--- src/slpd_pkg.sv ---
// constants and types for the strap latch and local power detect block
`default_nettype none
package slpd_pkg;
	localparam logic [15:0] LPSW_ADDR      = 16'h4134;
	localparam logic [15:0] NONREM_ADDR    = 16'h4135;
	localparam logic [7:0]  LPSW_RESET     = 8'hc1;
	localparam logic [7:0]  LPSW_DYNAMIC   = 8'h41;
	localparam logic [7:0]  NONREM_RESET   = 8'h00;
	localparam logic [7:0]  READ_UNMAPPED  = 8'h00;
	localparam int          INIT_CYCLES    = 4;
	localparam int          NONREM_LSB     = 0;

	typedef struct packed {
		logic       cfgMethodHi;
		logic       cfgMethodLo;
		logic [1:0] nonremovablePortStraps;
		logic       chargingSupportP1;
		logic       portDisableMinus1;
	} slpd_straps_t;

	typedef struct packed {
		logic        write;
		logic [15:0] addr;
		logic [7:0]  data;
	} slpd_wr_t;

	typedef enum logic [3:0] {
		ST_INIT   = 4'h1,
		ST_SAMPLE = 4'h2,
		ST_CONFIG = 4'h4,
		ST_RUN    = 4'h8
	} slpd_state_t;
endpackage
`default_nettype wire

--- src/slpd_strap_latch.sv ---
// strap capture, local power detect and power switching control register
// Summary of operation
// - the local supply detect pin is sampled once the INIT_COUNT init cycles after reset release have run, and picks self or bus powered.
// - after configuration the sampled supply detect value stays frozen unless the switching register holds 0x41, which makes it follow the pin.
// - the switching register resets to 0xc1, which keeps the latched power status static.
// - the switching register is written either over the SMBus target port or from OTP contents.
// - with local detect in use the non-removable straps are ignored and an internal register is used.
// - all straps are captured after reset release, on every init cycle and last in the sample state; reset itself clears them to 0.
// - configuration registers return to defaults while the straps are captured.
`timescale 1ns/1ps
`default_nettype none
module slpd_strap_latch
	import slpd_pkg::*;
#(
	parameter int INIT_COUNT = INIT_CYCLES
) (
	input  wire logic         clock,
	input  wire logic         reset_n,
	input  wire slpd_straps_t strapPins,
	input  wire logic         localSupplyDetect,
	input  wire logic         localDetectUsed,
	input  wire slpd_wr_t     smbWrite,
	input  wire slpd_wr_t     otpWrite,
	input  wire logic [15:0]  readAddr,
	input  wire logic         configDone,
	input  wire logic         hsLink,
	output var  slpd_straps_t strapsLatched,
	output var  logic [1:0]   nonremovablePorts,
	output var  logic         selfPowered,
	output var  logic         pinFunctional,
	output var  logic         configured,
	output var  logic         dynamicSwitching,
	output var  logic [7:0]   localPowerSwitchingCtrl,
	output var  logic [7:0]   readData,
	output var  logic         highSpeedIndicator
);
	localparam int CW = $clog2(INIT_COUNT + 1);
	localparam logic [CW-1:0] COUNT_LAST = CW'(INIT_COUNT - 1);

	slpd_state_t  state;
	slpd_state_t  next_state;
	logic [CW-1:0] initCount;
	logic [CW-1:0] next_initCount;
	slpd_straps_t next_strapsLatched;
	logic [1:0]   next_nonremovablePorts;
	logic         next_selfPowered;
	logic         next_pinFunctional;
	logic         next_configured;
	logic         next_dynamicSwitching;
	logic [7:0]   next_localPowerSwitchingCtrl;
	logic [7:0]   nonremCtrl;
	logic [7:0]   next_nonremCtrl;
	logic [7:0]   next_readData;
	logic         next_highSpeedIndicator;
	logic         writeOpen;
	slpd_wr_t     wr;

	function automatic logic [7:0] readMux(input logic [15:0] a, input logic [7:0] lpsw, input logic [7:0] nr);
		if (a == LPSW_ADDR)
			return lpsw;
		else if (a == NONREM_ADDR)
			return nr;
		else
			return READ_UNMAPPED;
	endfunction

	// one exact code opens dynamic switching, every other value stays static
	function automatic logic isDynamic(input logic [7:0] v);
		return v == LPSW_DYNAMIC;
	endfunction

	always_comb begin
		next_state                   = state;
		next_initCount               = initCount;
		next_strapsLatched           = strapsLatched;
		next_selfPowered             = selfPowered;
		next_pinFunctional           = pinFunctional;
		next_configured              = configured;
		next_localPowerSwitchingCtrl = localPowerSwitchingCtrl;
		next_nonremCtrl              = nonremCtrl;
		// smbus and otp writes are both ignored during init and sample; smbus beats otp on a same-cycle collision
		writeOpen = (state == ST_CONFIG) || (state == ST_RUN);
		wr = smbWrite.write ? smbWrite : otpWrite;
		unique case (state)
			ST_INIT: begin
				// registers to defaults while the straps are taken
				next_localPowerSwitchingCtrl = LPSW_RESET;
				next_nonremCtrl              = NONREM_RESET;
				next_strapsLatched           = strapPins;
				next_pinFunctional           = 1'b0;
				next_configured              = 1'b0;
				if (initCount == COUNT_LAST) begin
					next_state = ST_SAMPLE;
				end else begin
					next_initCount = initCount + CW'(1);
				end
			end
			ST_SAMPLE: begin
				next_strapsLatched = strapPins;
				next_selfPowered   = localSupplyDetect;
				next_pinFunctional = 1'b1;
				next_state         = ST_CONFIG;
			end
			ST_CONFIG: begin
				// supply detect still tracked until configuration closes
				next_selfPowered = localSupplyDetect;
				if (configDone) begin
					next_configured = 1'b1;
					next_state      = ST_RUN;
				end
			end
			ST_RUN: begin
				// frozen unless software opened dynamic switching
				if (isDynamic(localPowerSwitchingCtrl)) begin
					next_selfPowered = localSupplyDetect;
				end
			end
		endcase
		if (writeOpen && wr.write) begin
			if (wr.addr == LPSW_ADDR)
				next_localPowerSwitchingCtrl = wr.data;
			if (wr.addr == NONREM_ADDR)
				next_nonremCtrl = wr.data;
		end
		// pin shared with supply detect, so internal register decides
		next_nonremovablePorts = localDetectUsed ? nonremCtrl[NONREM_LSB +: 2]
			: strapsLatched.nonremovablePortStraps;
		next_dynamicSwitching   = isDynamic(localPowerSwitchingCtrl);
		next_readData           = readMux(readAddr, localPowerSwitchingCtrl, nonremCtrl);
		// polarity follows the method strap that shares the pin
		next_highSpeedIndicator = pinFunctional & (hsLink ^ strapsLatched.cfgMethodHi);
	end

	always_ff @(posedge clock or negedge reset_n) begin
		if (!reset_n) begin
			state                   <= ST_INIT;
			initCount               <= '0;
			strapsLatched           <= '0;
			nonremovablePorts       <= 2'h0;
			selfPowered             <= 1'b0;
			pinFunctional           <= 1'b0;
			configured              <= 1'b0;
			dynamicSwitching        <= 1'b0;
			localPowerSwitchingCtrl <= LPSW_RESET;
			nonremCtrl              <= NONREM_RESET;
			readData                <= 8'h00;
			highSpeedIndicator      <= 1'b0;
		end else begin
			state                   <= next_state;
			initCount               <= next_initCount;
			strapsLatched           <= next_strapsLatched;
			nonremovablePorts       <= next_nonremovablePorts;
			selfPowered             <= next_selfPowered;
			pinFunctional           <= next_pinFunctional;
			configured              <= next_configured;
			dynamicSwitching        <= next_dynamicSwitching;
			localPowerSwitchingCtrl <= next_localPowerSwitchingCtrl;
			nonremCtrl              <= next_nonremCtrl;
			readData                <= next_readData;
			highSpeedIndicator      <= next_highSpeedIndicator;
		end
	end
endmodule
`default_nettype wire

--- config.mk ---
export PLATFORM = sky130hd
export DESIGN_NAME = slpd_strap_latch
export DESIGN_NICKNAME = d
export VERILOG_FILES = /design/src/slpd_pkg.sv /design/src/slpd_strap_latch.sv
export SDC_FILE = /design/constraint.sdc
export NUM_CORES = 1
export LEC_CHECK = 0
export CAP_MARGIN = 20
export CORE_AREA = 2 2 62 64
export DETAILED_ROUTE_END_ITERATION = 6
export DIE_AREA = 0 0 64 66
export DONT_BUFFER_PORTS = 1
export PLACE_DENSITY = 0.78
export SYNTH_ARGS = -nofsm -noshare
export SYNTH_HDL_FRONTEND = slang
export SYNTH_SLANG_ARGS = --single-unit
--- constraint.sdc ---
create_clock -name clock -period 4.65 [get_ports clock]
set_input_delay 0.465 -clock clock [delete_from_list [all_inputs] [get_ports clock]]
set_output_delay 0.465 -clock clock [all_outputs]
set_load 0.005 [all_outputs]
==> impl_metrics.yaml, run 1 <==
drt:
  routed_wirelength_normalized_by_instance_count_um: 19.87
  drt_pass1_iterations: 4
  detail_route.drc_violations: 0
  post_drt_via_cell_ratio: 6.327
  drt_first_iter_violations: 59
  routed-via-count: 1411
  route.antenna.remaining_nets: 0
  drt_wl_total_um: 4432
synth:
  seq_area_frac_synth: 0.5146
  mappedNetlistArea_um2: 2150
  post_synth_num_cell_types: 40
  syn-instance-count: 173
  synthesis.nets: 253
  async_reset_ff_frac: 1.000
  synth.top_cells.by_area: "sky130_fd_sc_hd__dfrtp_1 (47%), sky130_fd_sc_hd__mux2i_1 (12%), sky130_fd_sc_hd__mux2_2 (5.2%)"
  synth_enable_flop_cells: 0
  synth_top_area_cell: "sky130_fd_sc_hd__dfrtp_1"
  synth.top_cell.area_share: 0.4657
  yosysWarningCount: 0
  post_synth.cell_area_avg_um2: 12.43
  yosys_register_bits: 44
  ys.flop_type: "sky130_fd_sc_hd__dfrtp_1"
power_and_ir_drop:
  p_leak_nw: 0.9587
  peakVddDrop_mv: 0.2261
  powerDensity_nw_per_um2: 283.6
  design_power_total_mw: 0.6447
final_layout:
  antenna_cells: 0
  finish.utilization: 0.6402
  finalInstanceArea_um2: 2273
  num-nets-final: 255
  syn_to_final_growth_pct: 5.762
  layout.cells.most_common_list: "sky130_fd_sc_hd__dfrtp_1 (40), sky130_fd_sc_hd__mux2i_1 (26), sky130_fd_sc_hd__nand2_1 (19)"
  fraction_of_final_layout_cells_sized_beyond_drive_strength_1: 0.1771
  layout_commonest_cell: "sky130_fd_sc_hd__dfrtp_1"
floorplanning:
  design.portCount: 107
  design.die.area_um2: 4224
  initial_utilization: 0.6054
  chipHeight_um: 66
  placeableCoreArea_um2: 3551
  num_rows: 22
  die_width_um: 64
global_routing:
  antenna_found_initial: 0
  first_global_vias: 1494
  grt_util_all_layers: 0.2231
  gr-total-overflow: 0
  grt_pass1_wl_um: 6962
  largest_net_degree_at_the_start_of_global_routing: 45
cts:
  numClockSinks: 44
  h_tree_lvl_count: 2
  clk-insertion-delay-late_ps: 350
  cts_inserted_buffers: 5
  cts_buffer_depth: 2
  tritoncts: "done"
  path_clk_slew_ps: 120
  cts.repair_timing.setup_buffer_count: 0
  ctsResizeCount: 0
  clock-root-buffer: "sky130_fd_sc_hd__clkbuf_4"
outcome:
  run_status: "finished, final reports clean"
critical_path:
  worstPathMaxFanout: 14
  worst_setup_path_endpoint: "initCount[1]$_DFFE_PN0P_"
  kind_of_critical_path: "reg2reg"
  worst_setup_path_end_kind: "flip-flop"
  reg2reg_to: "initCount[1]$_DFFE_PN0P_"
  crit_start: "state[2]$_DFFE_PN0P_"
  crit_required_ps: 4890
  worst_setup_slack_for_register_to_register_paths_ps: 2490
  critical_path.reg2reg.startpoint: "state[2]$_DFFE_PN0P_"
  worst_setup_path_start_kind: "flip-flop"
  arrival_ps: 2400
  r2r_cells: 4
sta:
  max_freq_mhz: 463.2
  max-slew-margin-rel: 0.4345
  clock_skew_after_layout_ps: 11.60
  hold_viol_final: 0
  report.final.setup_viol: 0
  unrepaired_setup_endpoints_after_global_routing: "false"
  tns_ps: 0
  tightestPinTransition_ps: 848.2
  timing.final.ws_setup_ps: 2491
  min_period_over_period: 0.4643
  slew_viol_final: 0
  post-route-min-period_ps: 2159
worst_hold_path:
  holdCritPathClass: "in2reg"
job:
  maximum_capacitance_violations: 0
placed_design:
  placement.io_buffers: 0
  post_place_worst_slack_ps: 2337
  gp_routability_congestion: 0.7866
  hpwl_um: 3327
  placedInstanceArea_um2: 2172
-- power breakdown --
| group | internal (mW) | switching (mW) | total [mW] |
|---|---|---|---|
| clock network | 0.111 | 0.113 | 0.224 |
| registers | 0.387 | 0.00325 | 0.390 |
| logic | 0.0158 | 0.0147 | 0.0305 |
-- flip-flops by register name, summed over array words and instances, names as in the netlist --
register,cells
state,4
strapsLatched,6
nonremovablePorts,2
pinFunctional,1
readData,8
nonremCtrl,8
localPowerSwitchingCtrl,8
initCount,3
dynamicSwitching,1
selfPowered,1
configured,1
highSpeedIndicator,1
-- cell usage after synthesis, types with 2 or more instances --
master and count:
sky130_fd_sc_hd__a2111oi_4 2, sky130_fd_sc_hd__a21oi_1 2, sky130_fd_sc_hd__a22o_1 9, sky130_fd_sc_hd__and4b_1 2, sky130_fd_sc_hd__clkbuf_1 4, sky130_fd_sc_hd__dfrtp_1 40, sky130_fd_sc_hd__dfstp_2 4, sky130_fd_sc_hd__ha_1 2
sky130_fd_sc_hd__inv_1 3, sky130_fd_sc_hd__mux2_2 10, sky130_fd_sc_hd__mux2i_1 26, sky130_fd_sc_hd__nand2_1 19, sky130_fd_sc_hd__nor2_1 12, sky130_fd_sc_hd__nor2b_1 3, sky130_fd_sc_hd__nor3_1 2, sky130_fd_sc_hd__nor4b_1 6
sky130_fd_sc_hd__nor4bb_1 2, sky130_fd_sc_hd__xor2_1 3
-- what timing repair did --
item                                    CTS  global route
endpoints found under the hold margin    44             0
hold buffers                              2             0
endpoints found under the setup margin    0             0
-- critical path, stage by stage (launching register included) --
cell,delay [ps]
sky130_fd_sc_hd__dfrtp_1,490
sky130_fd_sc_hd__nor3_1,390
sky130_fd_sc_hd__nand2_1,420
sky130_fd_sc_hd__nor2_1,380
sky130_fd_sc_hd__mux2_2,380
-- cells by family (layout without fill, tap and decap cells) --
group / after synthesis / after routing / synth area share
simple gates: 56 / 56 / 0.1595
flops: 44 / 44 / 0.5146
mux: 37 / 37 / 0.1787
compound gates: 20 / 20 / 0.09662
buf+inv: 10 / 12 / 0.02270
xor+xnor: 4 / 4 / 0.01630
fa+ha+maj: 2 / 2 / 0.01164
-- per-stage QoR --
step | hold WS, ps | instances
detailed placement | 170.3 | 214
finish | 248.4 | 223
CTS | 236.5 | 223
floorplan | 169.4 | 173
global placement | 170.6 | 214
global route | 237.9 | 223
-- worst min path at each step --
stage | start | end | slack (ps) | cells past startpoint
6_report | strapPins[2] | strapsLatched[2]$_DFFE_PN0P_ | 250 | 1
5_1_grt | strapPins[4] | strapsLatched[4]$_DFFE_PN0P_ | 240 | 1
4_1_cts | strapPins[3] | strapsLatched[3]$_DFFE_PN0P_ | 240 | 1
3_5_place_dp | reset_n | localPowerSwitchingCtrl[2]$_DFF_PN0_ | 170 | 0
3_3_place_gp | reset_n | nonremovablePorts[1]$_DFF_PN0_ | 170 | 0
2_1_floorplan | reset_n | configured$_DFFE_PN0P_ | 170 | 0
-- layer usage --
layer,global-route usage,vias to the layer above,share of wire
met5,0,-,0
met4,0.08696,0,0.012
met3,0.08177,5,0.11
met2,0.3906,92,0.52
met1,0.2463,682,0.36
li1,-,632,-
-- layout make-up --
type / instances / area [um^2]
fill: 274 / 1277
tap: 48 / 60.06
inverter: 3 / 11.26
sequential: 44 / 1106
clock buffer: 6 / 41.29
clock inverter: 1 / 30.03
multi-input combinational: 119 / 994.7
timing repair buffer: 2 / 30.03
No activity file was read; power rests on OpenSTA's default activity.
==> inputs of run 2 (changes only) <==
clock period = 2.1 ns   (was 4.65 ns; I/O delays follow)
==> impl_metrics.yaml, run 2 (synthesis results as in run 1) <==
outcome:
  run_status: "finished, final reports clean"
floorplanning:
  die_width_um: 64
  design.portCount: 107
  initial_utilization: 0.6054
  design.die.area_um2: 4224
  num_rows: 22
  chipHeight_um: 66
  placeableCoreArea_um2: 3551
sta:
  tightestPinTransition_ps: 571.1
  tns_ps: 0
  slew_viol_final: 0
  post-route-min-period_ps: 1696
  max-slew-margin-rel: 0.6179
  min_period_over_period: 0.8077
  unrepaired_setup_endpoints_after_global_routing: "false"
  report.final.setup_viol: 0
  clock_skew_after_layout_ps: 12.50
  hold_viol_final: 0
  max_freq_mhz: 589.6
final_layout:
  antenna_cells: 0
  fraction_of_final_layout_cells_sized_beyond_drive_strength_1: 0.1905
  layout_commonest_cell: "sky130_fd_sc_hd__dfrtp_1"
  fillCellCount: 258
  reg_top3: "localPowerSwitchingCtrl (8), nonremCtrl (8), readData (8)"
  syn_to_final_growth_pct: 12.34
  layout.cells.most_common_list: "sky130_fd_sc_hd__dfrtp_1 (40), sky130_fd_sc_hd__mux2i_1 (26), sky130_fd_sc_hd__nand2_1 (19)"
  finalInstanceArea_um2: 2415
  seqCellArea_um2: 1106
  finish.utilization: 0.6801
  num-nets-final: 268
  combined_area_of_the_multi_input_logic_cells_um2: 994.7
drt:
  routed-via-count: 1449
  detail_route.drc_violations: 0
  drt_pass1_iterations: 4
  drt_wl_total_um: 4521
  routed_wirelength_normalized_by_instance_count_um: 19.08
  route.antenna.remaining_nets: 0
  drt_first_iter_violations: 58
  post_drt_via_cell_ratio: 6.114
cts:
  cts_buffer_depth: 2
  numClockSinks: 44
  cts_inserted_buffers: 5
  clk-insertion-delay-late_ps: 360
  path_clk_slew_ps: 130
  clock-root-buffer: "sky130_fd_sc_hd__clkbuf_4"
  h_tree_lvl_count: 2
  tritoncts: "done"
critical_path:
  arrival_ps: 1940
  kind_of_critical_path: "reg2reg"
  critical_path.reg2reg.startpoint: "localPowerSwitchingCtrl[0]$_DFF_PN1_"
  worst_setup_path_start_kind: "flip-flop"
  worst_setup_path_end_kind: "flip-flop"
  crit_start: "localPowerSwitchingCtrl[0]$_DFF_PN1_"
  worstPathMaxFanout: 4
  crit_required_ps: 2350
power_and_ir_drop:
  powerDensity_nw_per_um2: 622.7
  peakVddDrop_mv: 0.4984
  p_leak_nw: 1.026
global_routing:
  grt_pass1_wl_um: 7141
  grt_util_all_layers: 0.2252
  largest_net_degree_at_the_start_of_global_routing: 45
  groute.layer.met2.usage: 0.3945
  global_route.usage.met3: 0.07155
  gr-total-overflow: 0
  grt_met1_usage: 0.2620
  first_global_vias: 1586
  gr-max-usage-layer: "met2"
  antenna_found_initial: 0
worst_hold_path:
  hp-start: "configDone"
  holdCritPathClass: "in2reg"
placed_design:
  placedInstanceArea_um2: 2195
  placement.io_buffers: 0
  hpwl_um: 3348
  gp_routability_congestion: 0.7763
job:
  maximum_capacitance_violations: 0
run 2: final timing paths:
check / to / slack [ps] / cells past startpoint
worst min-delay path: state[2]$_DFFE_PN0P_ / 40 / 2
worst max register to register: selfPowered$_DFFE_PN0P_ / 400 / 4
max in group asynchronous: state[0]$_DFFE_PN1P_ / 1510 / 2
worst max-delay path: selfPowered$_DFFE_PN0P_ / 400 / 4
min in group asynchronous: localPowerSwitchingCtrl[3]$_DFF_PN0_ / 320 / 2
worst min register to register: initCount[0]$_DFFE_PN0P_ / 490 / 1
run 2: power breakdown:
part	internal [mW]	switching [mW]	total (mW)	leakage, nW
clock	0.285	0.271	0.556	0.0484
combinational	0.0473	0.0367	0.0840	0.473
sequential	0.856	0.00730	0.864	0.504
total	1.19	0.315	1.50	1.03
run 2: what timing repair did:
item,CTS,global route
hold endpoints to repair,54,1
resized for setup,0,0
setup buffers,0,0
hold buffers,11,1
run 2: through the flow:
stage / hold slack (ps) / total power [mW] / cells / worst slack, ps
2_1_floorplan: -85.59 / 0.9274 / 173 / 346.4
3_3_place_gp: -84.62 / 0.9249 / 217 / 367.3
3_5_place_dp: -84.74 / 0.9271 / 217 / 312.0
4_1_cts: 5.258 / 1.517 / 236 / 407.2
5_1_grt: 49.15 / 1.562 / 237 / 239.6
6_report: 44.34 / 1.504 / 237 / 403.9
run 2: worst max-delay path: stages, from the launching register on:
cell and delay, ps:
sky130_fd_sc_hd__dfstp_2 590, sky130_fd_sc_hd__nor4b_1 290, sky130_fd_sc_hd__and4b_1 300, sky130_fd_sc_hd__a32oi_1 120
sky130_fd_sc_hd__mux2_2 280
run 2: final cells by class:
cell class	instances	share of cell area
flip-flops and latches	44	0.4580
multi-input cells	119	0.4119
repair buffers	15	0.06321
well taps	48	0.02487
clock buffers	6	0.02124
clock inverters	2	0.01606
inverters	3	0.004663
run 2: per-layer routing:
| layer | routed length (um) | share of wire |
|---|---|---|
| met1 | 1694 | 0.37 |
| met2 | 2377 | 0.53 |
| met3 | 374 | 0.083 |
| met4 | 75 | 0.017 |
| met5 | 0 | 0 |
